### config.mk
export PLATFORM = sky130hd
export DESIGN_NAME = lbm_top
export DESIGN_NICKNAME = d
export VERILOG_FILES = /design/src/lbm_pkg.sv /design/src/lbm_top.sv /design/src/lbm_bucket.sv
export SDC_FILE = /design/constraint.sdc
export NUM_CORES = 1
export LEC_CHECK = 0
export ABC_CLOCK_PERIOD_IN_PS = 4130
export BUFFER_PORTS_ARGS = -buffer_cell sky130_fd_sc_hd__buf_2
export CAP_MARGIN = 20
export CORE_MARGIN = 8
export CORE_UTILIZATION = 56
export DETAILED_ROUTE_END_ITERATION = 8
export GPL_TIMING_DRIVEN = 0
export PLACE_DENSITY = 0.89
export REMOVE_ABC_BUFFERS = 1
export SYNTH_ARGS = -nofsm -noshare
export SYNTH_HDL_FRONTEND = slang
export SYNTH_SLANG_ARGS = --single-unit
### constraint.sdc
create_clock -name clk_i -period 4.13 [get_ports clk_i]
set_input_delay 0.6195 -clock clk_i [delete_from_list [all_inputs] [get_ports clk_i]]
set_output_delay 0.6195 -clock clk_i [all_outputs]
set_load 0.05 [all_outputs]
### src/lbm_pkg.sv
// Package of constants for the leaky bucket activity monitor.
package lbm_pkg;
  // ****************************************************************
  // Register map.
  // ****************************************************************
  localparam logic [7:0] LBM_OFS_LOW_LVL0   = 8'h51;
  localparam logic [7:0] LBM_OFS_SIZE0      = 8'h52;
  localparam logic [7:0] LBM_OFS_DECAY0     = 8'h53;
  localparam logic [7:0] LBM_OFS_SET_LVL1   = 8'h54;
  localparam logic [7:0] LBM_OFS_SET_LVL0   = 8'h50;
  localparam logic [7:0] LBM_OFS_LOW_LVL1   = 8'h55;
  localparam logic [7:0] LBM_OFS_SIZE1      = 8'h56;
  localparam logic [7:0] LBM_OFS_DECAY1     = 8'h57;
  localparam logic [7:0] LBM_OFS_LEVEL      = 8'h60;
  localparam logic [7:0] LBM_OFS_IRQ_STAT   = 8'h61;
  localparam logic [7:0] LBM_OFS_IRQ_CLR    = 8'h62;
  localparam logic [7:0] LBM_OFS_IRQ_EN     = 8'h63;
  localparam logic [7:0] LBM_OFS_CFG_SEL    = 8'h64;
  // ****************************************************************
  // Reset values and fields.
  // ****************************************************************
  localparam logic [7:0] LBM_RST_DECAY      = 8'h01;
  localparam logic [7:0] LBM_RST_SIZE       = 8'h08;
  localparam logic [7:0] LBM_RST_SET_LVL    = 8'h06;
  localparam logic [7:0] LBM_RST_LOW_LVL    = 8'h04;
  localparam int         LBM_DECAY_W        = 2;
  localparam int         LBM_IRQ_RAISE      = 0;
  localparam int         LBM_IRQ_CLEAR      = 1;
  localparam int         LBM_IRQ_W          = 2;
  // ****************************************************************
  // Timing.
  // ****************************************************************
  localparam int         LBM_CLK_MHZ        = 250;
  localparam int         LBM_CYCLE_MS       = 128;
  localparam longint     LBM_CYCLE_CLKS     = longint'(LBM_CYCLE_MS) * 1000 * LBM_CLK_MHZ;
endpackage : lbm_pkg

### src/lbm_top.sv
// Leaky bucket activity monitor with register port and interrupt.
`timescale 1ns/1ns
module lbm_top
  import lbm_pkg::*;
#(
  parameter longint CYCLE_CLKS = lbm_pkg::LBM_CYCLE_CLKS
) (
  input  wire logic       clk_i,
  input  wire logic       rst_i,
  input  wire logic       fail_i,
  input  wire logic       erratic_i,
  input  wire logic [7:0] addr_i,
  input  wire logic [7:0] wdata_i,
  input  wire logic       wr_i,
  input  wire logic       rd_i,
  output logic      [7:0] rdata_o,
  output logic            alarm_o,
  output logic            irq_o
);
  import lbm_pkg::*;

  // ****************************************************************
  // Input synchronisers and observation cycle.
  // ****************************************************************
  logic [1:0]  fail_sync_reg;
  logic [1:0]  err_sync_reg;
  logic [31:0] cyc_reg;
  logic [31:0] cyc_next;
  logic        seen_reg;
  logic        seen_next;
  logic        tick;
  logic        bad;

  // Cycle counter and bad-event latch for the current cycle.
  // The verdict handed to the bucket includes the tick clock itself, so a fault
  // seen only in the last clock of a cycle still marks that cycle bad.
  always_comb begin
    tick      = (cyc_reg == 32'(CYCLE_CLKS - 1));
    cyc_next  = tick ? 32'h0 : cyc_reg + 32'h1;
    bad       = seen_reg | fail_sync_reg[1] | err_sync_reg[1];
    seen_next = tick ? 1'b0 : bad;
  end

  // Registers of the observation timing.
  always_ff @(posedge clk_i or posedge rst_i) begin
    if (rst_i) begin
      fail_sync_reg <= 2'h0;
      err_sync_reg  <= 2'h0;
      cyc_reg       <= 32'h0;
      seen_reg      <= 1'b0;
    end else begin
      fail_sync_reg <= {fail_sync_reg[0], fail_i};
      err_sync_reg  <= {err_sync_reg[0], erratic_i};
      cyc_reg       <= cyc_next;
      seen_reg      <= seen_next;
    end
  end

  // ****************************************************************
  // Configuration registers.
  // ****************************************************************
  logic [7:0] cfg_reg  [8];
  logic [7:0] cfg_next [8];
  logic       sel_reg;
  logic       sel_next;
  logic [1:0] en_reg;
  logic [1:0] en_next;
  logic [1:0] stat_reg;
  logic [1:0] stat_next;
  logic [7:0] rdata_reg;
  logic [7:0] rdata_next;
  logic [7:0] level;
  logic       alarm;
  logic       alarm_d_reg;
  logic [1:0] ev;
  logic       b;

  // Register writes, reads and sticky status.
  always_comb begin
    for (int i = 0; i < 8; i++) begin
      cfg_next[i] = cfg_reg[i];
    end
    sel_next   = sel_reg;
    en_next    = en_reg;
    rdata_next = 8'h00;
    ev         = {alarm_d_reg & ~alarm, alarm & ~alarm_d_reg};
    stat_next  = stat_reg;
    if (wr_i) begin
      if (addr_i >= LBM_OFS_SET_LVL0 && addr_i <= LBM_OFS_DECAY1) begin
        cfg_next[3'(addr_i - LBM_OFS_SET_LVL0)] = wdata_i;
      end
      if (addr_i == LBM_OFS_IRQ_CLR) begin
        stat_next = stat_reg & ~wdata_i[1:0];
      end
      if (addr_i == LBM_OFS_IRQ_EN) begin
        en_next = wdata_i[1:0];
      end
      if (addr_i == LBM_OFS_CFG_SEL) begin
        sel_next = wdata_i[0];
      end
    end
    stat_next = stat_next | ev; // Set wins over clear.
    if (rd_i) begin
      if (addr_i >= LBM_OFS_SET_LVL0 && addr_i <= LBM_OFS_DECAY1) begin
        rdata_next = cfg_reg[3'(addr_i - LBM_OFS_SET_LVL0)];
      end else if (addr_i == LBM_OFS_LEVEL) begin
        rdata_next = level;
      end else if (addr_i == LBM_OFS_IRQ_STAT) begin
        rdata_next = {6'h00, stat_reg};
      end else if (addr_i == LBM_OFS_IRQ_EN) begin
        rdata_next = {6'h00, en_reg};
      end else if (addr_i == LBM_OFS_CFG_SEL) begin
        rdata_next = {7'h00, sel_reg};
      end
    end
    if (addr_i == LBM_OFS_DECAY0 || addr_i == LBM_OFS_DECAY1) begin
      rdata_next = rdata_next & 8'h03; // Upper decay bits are unused.
    end
  end

  // Register file flops with documented defaults.
  always_ff @(posedge clk_i or posedge rst_i) begin
    if (rst_i) begin
      for (int k = 0; k < 2; k++) begin
        cfg_reg[4*k]   <= LBM_RST_SET_LVL;
        cfg_reg[4*k+1] <= LBM_RST_LOW_LVL;
        cfg_reg[4*k+2] <= LBM_RST_SIZE;
        cfg_reg[4*k+3] <= LBM_RST_DECAY;
      end
      sel_reg     <= 1'b0;
      en_reg      <= 2'h0;
      stat_reg    <= 2'h0;
      rdata_reg   <= 8'h00;
      alarm_d_reg <= 1'b0;
    end else begin
      for (int j = 0; j < 8; j++) begin
        cfg_reg[j] <= cfg_next[j];
      end
      sel_reg     <= sel_next;
      en_reg      <= en_next;
      stat_reg    <= stat_next;
      rdata_reg   <= rdata_next;
      alarm_d_reg <= alarm;
    end
  end

  // ****************************************************************
  // Bucket for the selected configuration.
  // ****************************************************************
  assign b = sel_reg;

  lbm_bucket u_bucket (
    .clk_i     (clk_i),
    .rst_i     (rst_i),
    .tick_i    (tick),
    .bad_i     (bad),
    .decay_i   (cfg_reg[{b, 2'h3}][1:0]),
    .size_i    (cfg_reg[{b, 2'h2}]),
    .set_lvl_i (cfg_reg[{b, 2'h0}]),
    .low_lvl_i (cfg_reg[{b, 2'h1}]),
    .level_o   (level),
    .alarm_o   (alarm)
  );

  assign rdata_o = rdata_reg;
  assign alarm_o = alarm;
  assign irq_o   = |(stat_reg & en_reg);

  a_set_lvl_write: assert property (@(posedge clk_i) disable iff (rst_i)
    (wr_i && addr_i == LBM_OFS_SET_LVL1) |=> (cfg_reg[4] == $past(wdata_i)))
    else $error("Set level of configuration 1 not stored.");
endmodule : lbm_top

### src/lbm_bucket.sv
// One leaky bucket accumulator with its alarm.
`timescale 1ns/1ns
module lbm_bucket (
  input  wire logic       clk_i,
  input  wire logic       rst_i,
  input  wire logic       tick_i,
  input  wire logic       bad_i,
  input  wire logic [1:0] decay_i,
  input  wire logic [7:0] size_i,
  input  wire logic [7:0] set_lvl_i,
  input  wire logic [7:0] low_lvl_i,
  output logic      [7:0] level_o,
  output logic            alarm_o
);
  logic [7:0] level_reg;
  logic [7:0] level_next;
  logic [3:0] good_reg;
  logic [3:0] good_next;
  logic       alarm_reg;
  logic       alarm_next;
  logic [3:0] period;

  // Fill and decay once per observation cycle; size clamp and alarm every clock.
  always_comb begin
    period     = 4'h1 << decay_i;
    level_next = level_reg;
    good_next  = good_reg;
    alarm_next = alarm_reg;
    if (tick_i) begin
      if (bad_i) begin
        good_next = 4'h0;
        if (level_reg < size_i) begin
          level_next = level_reg + 8'h01;
        end
      end else if (good_reg + 4'h1 >= period) begin
        good_next = 4'h0;
        if (level_reg != 8'h00) begin
          level_next = level_reg - 8'h01;
        end
      end else begin
        good_next = good_reg + 4'h1;
      end
    end
    if (level_reg > size_i) begin
      level_next = size_i;
    end
    if (level_reg >= set_lvl_i) begin
      alarm_next = 1'b1;
    end else if (level_reg <= low_lvl_i) begin
      alarm_next = 1'b0;
    end
  end

  // Bucket state registers.
  always_ff @(posedge clk_i or posedge rst_i) begin
    if (rst_i) begin
      level_reg <= 8'h00;
      good_reg  <= 4'h0;
      alarm_reg <= 1'b0;
    end else begin
      level_reg <= level_next;
      good_reg  <= good_next;
      alarm_reg <= alarm_next;
    end
  end

  assign level_o = level_reg;
  assign alarm_o = alarm_reg;

  a_bad_adds_one: assert property (@(posedge clk_i) disable iff (rst_i)
    (tick_i && bad_i && level_reg < size_i) |=> (level_reg == $past(level_reg) + 8'h01))
    else $error("Bad cycle did not add one.");
  a_size_cap: assert property (@(posedge clk_i) disable iff (rst_i)
    (tick_i && bad_i && level_reg == size_i) |=> (level_reg == $past(level_reg)))
    else $error("Accumulator passed bucket size.");
  a_floor_zero: assert property (@(posedge clk_i) disable iff (rst_i)
    (level_reg == 8'h00 && !(tick_i && bad_i)) |=> (level_reg == 8'h00))
    else $error("Accumulator went below zero.");
  a_decay_step: assert property (@(posedge clk_i) disable iff (rst_i)
    (tick_i && !bad_i && good_reg + 4'h1 >= period && level_reg != 8'h00
     && level_reg <= size_i) |=> (level_reg == $past(level_reg) - 8'h01))
    else $error("Decay did not remove one.");
  a_period_decode: assert property (@(posedge clk_i) disable iff (rst_i)
    (decay_i == 2'h3) |-> (period == 4'h8))
    else $error("Decay code three is not eight cycles.");
  a_no_early_decay: assert property (@(posedge clk_i) disable iff (rst_i)
    (tick_i && !bad_i && good_reg + 4'h1 < period) |=> (level_reg == $past(level_reg)
     || $past(level_reg) > $past(size_i)))
    else $error("Decay came before its period.");
  a_alarm_hold: assert property (@(posedge clk_i) disable iff (rst_i)
    (alarm_reg && level_reg > low_lvl_i && level_reg < set_lvl_i) |=> alarm_reg)
    else $error("Alarm cleared above lower threshold.");
endmodule : lbm_bucket

; After elaboration in Yosys (flattened, before gate mapping)
; Cells that the tools add are included.
[word_totals]
ff_bits = 128
input_bits = 22
output_inout_bits = 10
word_cells = 115
[classes]
add_sub_neg = 5
order_cmp = 13
n_eq_ne = 9
n_shift = 1
mux = 39
n_bitwise = 15
reduce_logical = 13
[op_table]
columns = op, n
row1 = $mux W8, 19
row2 = $bmux W8 S3, 5
row3 = $bwmux W64, 1
row4 = $eq A8 B7 Y1 const B, 7
row5 = $add A32 B1 Y32 const B, 1
row6 = $eq A32 B25 Y1 const B, 1
row7 = $mux W32, 1
row8 = $demux W8 S3, 1
row9 = $ge A4 B4 Y1 const B, 5
row10 = $not A3 Y4, 5
row11 = $mux W2, 6
row12 = $add A8 B1 Y8 const B, 1
row13 = $ge A8 B7 Y1 const B, 1
row14 = $ge A8 B8 Y1, 1
row15 = $gt A8 B8 Y1, 1
row16 = $le A8 B7 Y1 const B, 1
row17 = $le A8 B8 Y1, 1
row18 = $lt A8 B8 Y1, 1
row19 = $mux W4, 2
row20 = $reduce_bool A8 Y1, 1
row21 = $sub A8 B1 Y8 const B, 1
row22 = $reduce_and A2 Y1, 3
row23 = $reduce_bool A3 Y1, 2
row24 = $add A4 B1 Y4 const B, 1
row25 = other kinds (17), 26

; Logic depth before layout (Yosys ltp)
[depth]
ltp_word = 10
depth_mapped = 12
ltp_nobuf = 10

; Modules after synthesis
; A second synthesis with hierarchy kept.
[hier_totals]
cells_unflattened = 606
hier_area_um2 = 7239.4
[by_module_without_submodules]
columns = mod, instances, cells_per_inst, area_each_um2, seq_area_each_um2
row1 = lbm_top, 1, 424, 5672.9, 2890.3
row2 = lbm_bucket, 1, 182, 1566.5, 325.3

; Least setup slack after synthesis
; OpenSTA, ideal clock, no wires.
[synth_timing]
path_kind = register -> register
from = register sel_reg (netlist: b)
to = register u_bucket.level_reg[2] (netlist: u_bucket.level_o[2])
setup_time_ns = 0.132
arrival_time_ns = 2.842
t_required_ns = 3.998
setup_slack_ns = 1.156
path_stages_with_launch = 12
n_path_buf = 3
period_less_slack_ns = 2.974
path_cell_list = dfrtp_1 clkbuf_1 buf_1 buf_1 a32oi_1 ha_1 o21ai_0 o21ai_1 nand3_4 mux2_4 nand2_1 o21ai_1
[synth_between]
elab_chain_cells = 8
elab_cells_between_ends = 18
classes_between = 3 x order compare / 1 x eq/ne / 1 x shift / 7 x mux / 2 x bitwise / 4 x reduce/logical
[synth_rtl]
columns = element, line
row1 = start: declaration, lbm_top.sv:64  ; logic sel_reg;
row2 = start signal: assignment, lbm_top.sv:139  ; sel_reg <= sel_next;
row3 = "parallel branches: the longest is 8 deep, another holds $gt A8 B8 Y1", -
row4 = end signal: assignment, lbm_bucket.sv:61  ; level_reg <= level_next;
row5 = end: declaration, lbm_bucket.sv:15  ; logic [7:0] level_reg;
; Several ways; the timed one is not identified. The select of a mux whose other input is x is not followed.
; A chain may end at the register's enable or synchronous reset.

; Worst setup path in the final report
[layout_timing]
from = register sel_reg (netlist: b)
to = register u_bucket.level_reg[6] (netlist: u_bucket.level_o[6])
; Same word-level chain as after synthesis.

==> flow_results.org <==
** STA
- The count of endpoints failing hold in the final timing report came to 0.
- Pin slew with the least headroom to its limit :: 0.9889 ns
- PnR worst setup slack :: 0.7708 ns
- The worst path in the final design needs a cycle of 3.359 ns, including I/O delays and setup.
- Setup Viol. Count Final :: 0
- Clock skew on the completed layout was measured at 0.007955 ns.
- After routing, the total negative slack on setup checks comes to 0 ns.
- Derived from the worst setup path, the maximum achievable clock frequency is 297.7 MHz.
- Measured against its own limit, the worst slew margin works out to 33.79%.
- Setup repair after global routing left no endpoint under its margin.
- Post-route fraction of the period consumed by the critical path :: 81.34%
- Number of max-slew violations in the final report :: 0

** Yosys
- The share of the Yosys chip area taken by registers is 45.94%.
- Biggest area contributors in the synthesized netlist :: sky130_fd_sc_hd__dfrtp_1 (42%), sky130_fd_sc_hd__mux2_2 (13%), sky130_fd_sc_hd__ha_1 (6.4%), sky130_fd_sc_hd__mux4_2 (5.1%), sky130_fd_sc_hd__dfstp_2 (3.8%)
- Synth cell types :: 56
- Summing every instance area after synthesis gives 0.006999 mm^2.
- Synthesized area per cell :: 11.96 um^2
- Counting every instance in the synthesized netlist gives 585.
- EDFF count, synth :: 0
- Predominant post-synthesis flop cell :: sky130_fd_sc_hd__dfrtp_1
- For this run, asynchronously set or reset flops after synthesis account for 100.0%.
- Number of flip-flops and latches in the synthesized netlist :: 128
- Area share of the largest cell type after synthesis :: 42.19%
- The biggest area contributor in the post-synthesis netlist is sky130_fd_sc_hd__dfrtp_1.
- Yosys warning total :: 0

** Floorplan
- Die boundary width :: 127.8 um
- Die Outline Area :: 0.01633 mm^2
- Initial cell density of the core :: 56.38%
- The region available for standard cell placement spans 0.01241 mm^2.
- Height of the chip :: 127.8 um
- Ports placed on the boundary :: 32
- The floorplan has 41 rows.

** Pwr
- Peak ir drop on the vdd network :: 307.2 uV
- Dividing total power by cell area gives a power density of 471.5 mW/mm^2.
- For this design the static power due to leakage is 3.706 nW.

** Setup path
- For the worst flop-to-flop path, the logic depth is 9.
- Required time of the worst setup path :: 4.41 ns
- In this run the worst setup path begins at b$_DFFE_PP0P_.
- Critical Path Start Type :: flip-flop
- Critical path endpoint category :: flip-flop
- FF-to-FF Start :: b$_DFFE_PP0P_
- Following the worst setup path forward leads to its endpoint at u_bucket.level_o[6]$_DFFE_PP0P_.
- Worst Setup Path Type :: reg2reg
- In this run the worst path has a maximum fanout of 34.
- Endpoint of the worst-slack reg-to-reg timing path :: u_bucket.level_o[6]$_DFFE_PP0P_
- For flop-to-flop paths, the worst setup slack is 0.77 ns.
- Arrival time of the worst setup path :: 3.64 ns

** Global route
- Total congestion overflow :: 0
- Vias in the first global route :: 5316
- Maximum number of pins on one net before global-route repair :: 84
- Overall track demand over capacity in global routing :: 21.60%
- The initial antenna violation count is 0.
- The first global-routing pass estimated 27170 um of wire.

** Status
- Outcome :: finished, final reports clean

** Job
- The tool flagged a number of max-cap violations equal to 0.

** Clock network
- Clock tree synthesis found a total of 128 sinks.
- Root buffer selected by CTS :: sky130_fd_sc_hd__clkbuf_16
- Clock latency at the later pin of the worst-skew pair :: 0.43 ns
- Post-CTS repair changed the size of 0 cells.
- CTS tree :: yes
- Clock-pin slew was measured on the worst setup and hold paths at 0.05 ns.
- In this run the number of H-tree levels came out at 4.
- In this run the post-CTS setup repair buffer count came out at 0.
- Number of CTS-inserted buffers :: 17
- Hold buffer count at CTS :: 0
- Counting along the longest clock path gives a buffer depth of 2.

** Placed design
- Number of input and output port buffers inserted :: 31
- The wire-length estimate of the detail-placed layout is 10640 um.
- Final Wtd Congestion :: 0.8763
- Summing all placed instances gives a cell area of 0.007328 mm^2.
- Before CTS, the worst setup slack after placement is 0.6414 ns.

** Final layout
- The register with the most flip-flops in the layout has 64 of them.
- N_diodes :: 0
- Layout Area Growth over Synthesis :: 14.57%
- Of the cells placed in the final design, the portion with a size suffix greater than 1 is 30.00%.
- In the final design database the tool counted 676 nets.
- Once layout is done, the placed cells without fillers occupy 0.008019 mm^2.

** Detailed routing
- Number of vias after detailed routing :: 5034
- For this run, the detailed router's first-pass iteration total came to 8.
- Wires add up to 16920 um.
- For this run, design rule violations remaining after detail routing come to 0.
- Once detail routing completed, the nets flagged for antenna violations numbered 0.
- Vias per std cell :: 6.277
- In this run, the number of DRC markers left after iteration 0 of detailed routing was 647.
- Routed wire per std cell :: 21.09 um

** Hold path
- The tightest min-delay check is of the in2async type.
[critical path: stages (launching register included)]
cell and delay (ns):
sky130_fd_sc_hd__dfrtp_2 0.96, sky130_fd_sc_hd__mux2i_1 0.40, sky130_fd_sc_hd__ha_1 0.33, sky130_fd_sc_hd__a21oi_1 0.15, sky130_fd_sc_hd__o21ai_0 0.18, sky130_fd_sc_hd__o22ai_1 0.53
sky130_fd_sc_hd__buf_4 0.29, sky130_fd_sc_hd__nor2_1 0.07, sky130_fd_sc_hd__a31oi_1 0.15, sky130_fd_sc_hd__o21ai_0 0.14
[where the power goes]
part           switching, mW  leakage [nW]  internal (mW)
Sequential            0.0875          1.69           1.32
Clock                  0.538         0.318           1.16
Combinational          0.384          1.70          0.287
Total                   1.01          3.71           2.77
[synth_stat cells (2+ instances only)]
cell,count
sky130_fd_sc_hd__and3_1,6
sky130_fd_sc_hd__mux2i_1,23
sky130_fd_sc_hd__inv_1,15
sky130_fd_sc_hd__a21o_1,2
sky130_fd_sc_hd__dfrtp_1,118
sky130_fd_sc_hd__clkbuf_1,9
sky130_fd_sc_hd__nand2b_1,5
sky130_fd_sc_hd__nor3b_1,4
sky130_fd_sc_hd__o21ai_1,6
sky130_fd_sc_hd__buf_1,6
sky130_fd_sc_hd__buf_2,7
sky130_fd_sc_hd__mux4_2,16
sky130_fd_sc_hd__o21ai_0,18
sky130_fd_sc_hd__ha_1,36
sky130_fd_sc_hd__nor3_1,3
sky130_fd_sc_hd__a31oi_1,4
sky130_fd_sc_hd__xor2_1,16
sky130_fd_sc_hd__or3_1,3
sky130_fd_sc_hd__dfstp_2,10
sky130_fd_sc_hd__or4_1,2
sky130_fd_sc_hd__and2_1,2
sky130_fd_sc_hd__mux2_2,82
sky130_fd_sc_hd__mux2_4,4
sky130_fd_sc_hd__a22o_1,3
sky130_fd_sc_hd__and4_1,2
sky130_fd_sc_hd__nor2b_1,6
sky130_fd_sc_hd__nor4_1,2
sky130_fd_sc_hd__nand3_1,21
sky130_fd_sc_hd__xnor2_1,22
sky130_fd_sc_hd__nand4_1,13
sky130_fd_sc_hd__a21oi_1,11
sky130_fd_sc_hd__nand2_1,27
sky130_fd_sc_hd__nand3b_1,4
sky130_fd_sc_hd__a22oi_1,9
sky130_fd_sc_hd__nand3_4,2
sky130_fd_sc_hd__nor2_1,46
[layout make-up]
type / count / area (um^2)
clock buffers: 23 / 467.9
clock inverters: 9 / 203.9
fillers: 870 / 4395
inverters: 15 / 61.31
multi-input cells: 420 / 3641
flip-flops and latches: 128 / 3217
well taps: 172 / 215.2
repair buffers: 35 / 212.7
[metal layers]
layer	global-route usage (%)	wire length, um
met5	0	0
met2	35.94	8395
met1	23.90	6311
met4	12.38	948
met3	7.072	1260
[how the worst min path moves through the flow]
stage | from | endpoint | slack, ns
2_1_floorplan | err_sync_reg[0]$_DFF_PP0_ | err_sync_reg[1]$_DFF_PP0_ | 0.33
3_3_place_gp | fail_sync_reg[0]$_DFF_PP0_ | fail_sync_reg[1]$_DFF_PP0_ | 0.33
3_5_place_dp | fail_sync_reg[0]$_DFF_PP0_ | fail_sync_reg[1]$_DFF_PP0_ | 0.33
4_1_cts | rst_i | cfg_reg[4]$_DFFE_PP0P_ | 0.22
5_1_grt | rst_i | cfg_reg[4]$_DFFE_PP0P_ | 0.24
6_report | rst_i | cfg_reg[4]$_DFFE_PP0P_ | 0.21
[cell families after synthesis]
kind of cell | Yosys count | share of synthesized area (%)
and+or+nand+nor | 159 | 12.60
muxes | 125 | 22.49
DFF | 128 | 45.94
AOI/OAI and AO/OA | 61 | 5.381
buffers and inverters | 37 | 2.109
adders and majority gates | 37 | 6.721
xor gates and xnor gates | 38 | 4.755
[stage by stage]
stage                     hold WS (ns)  power, mW  std cells  utilization (%)
after floorplan                 0.3312      1.857        563                -
after global placement          0.3346      1.999        766            58.63
after detailed placement        0.3347      2.044        768            59.03
after CTS                       0.2233      3.747        800            64.44
after global routing            0.2413      3.928        802            64.59
final                           0.2087      3.781        802            64.59
[placed cells by master, fill, tap and decap left out, types with 4 or more instances in the layout]
master	instances
sky130_fd_sc_hd__nand3b_1	4
sky130_fd_sc_hd__dfstp_2	10
sky130_fd_sc_hd__o21ai_0	18
sky130_fd_sc_hd__a21oi_1	11
sky130_fd_sc_hd__ha_1	36
sky130_fd_sc_hd__mux2_4	4
sky130_fd_sc_hd__nand3_1	21
sky130_fd_sc_hd__xnor2_1	22
sky130_fd_sc_hd__nor2_1	46
sky130_fd_sc_hd__inv_1	14
sky130_fd_sc_hd__o21ai_1	6
sky130_fd_sc_hd__mux2_2	82
sky130_fd_sc_hd__nand4_1	13
sky130_fd_sc_hd__dfrtp_1	117
sky130_fd_sc_hd__and3_1	6
sky130_fd_sc_hd__xor2_1	16
sky130_fd_sc_hd__buf_2	31
sky130_fd_sc_hd__a22oi_1	9
sky130_fd_sc_hd__bufinv_16	6
sky130_fd_sc_hd__mux4_2	16
sky130_fd_sc_hd__clkbuf_1	4
sky130_fd_sc_hd__nand2b_1	5
sky130_fd_sc_hd__nand2_1	27
sky130_fd_sc_hd__a31oi_1	4
sky130_fd_sc_hd__nor2b_1	6
sky130_fd_sc_hd__clkbuf_16	17
sky130_fd_sc_hd__mux2i_1	23
Power figures use the tool's default switching activity.
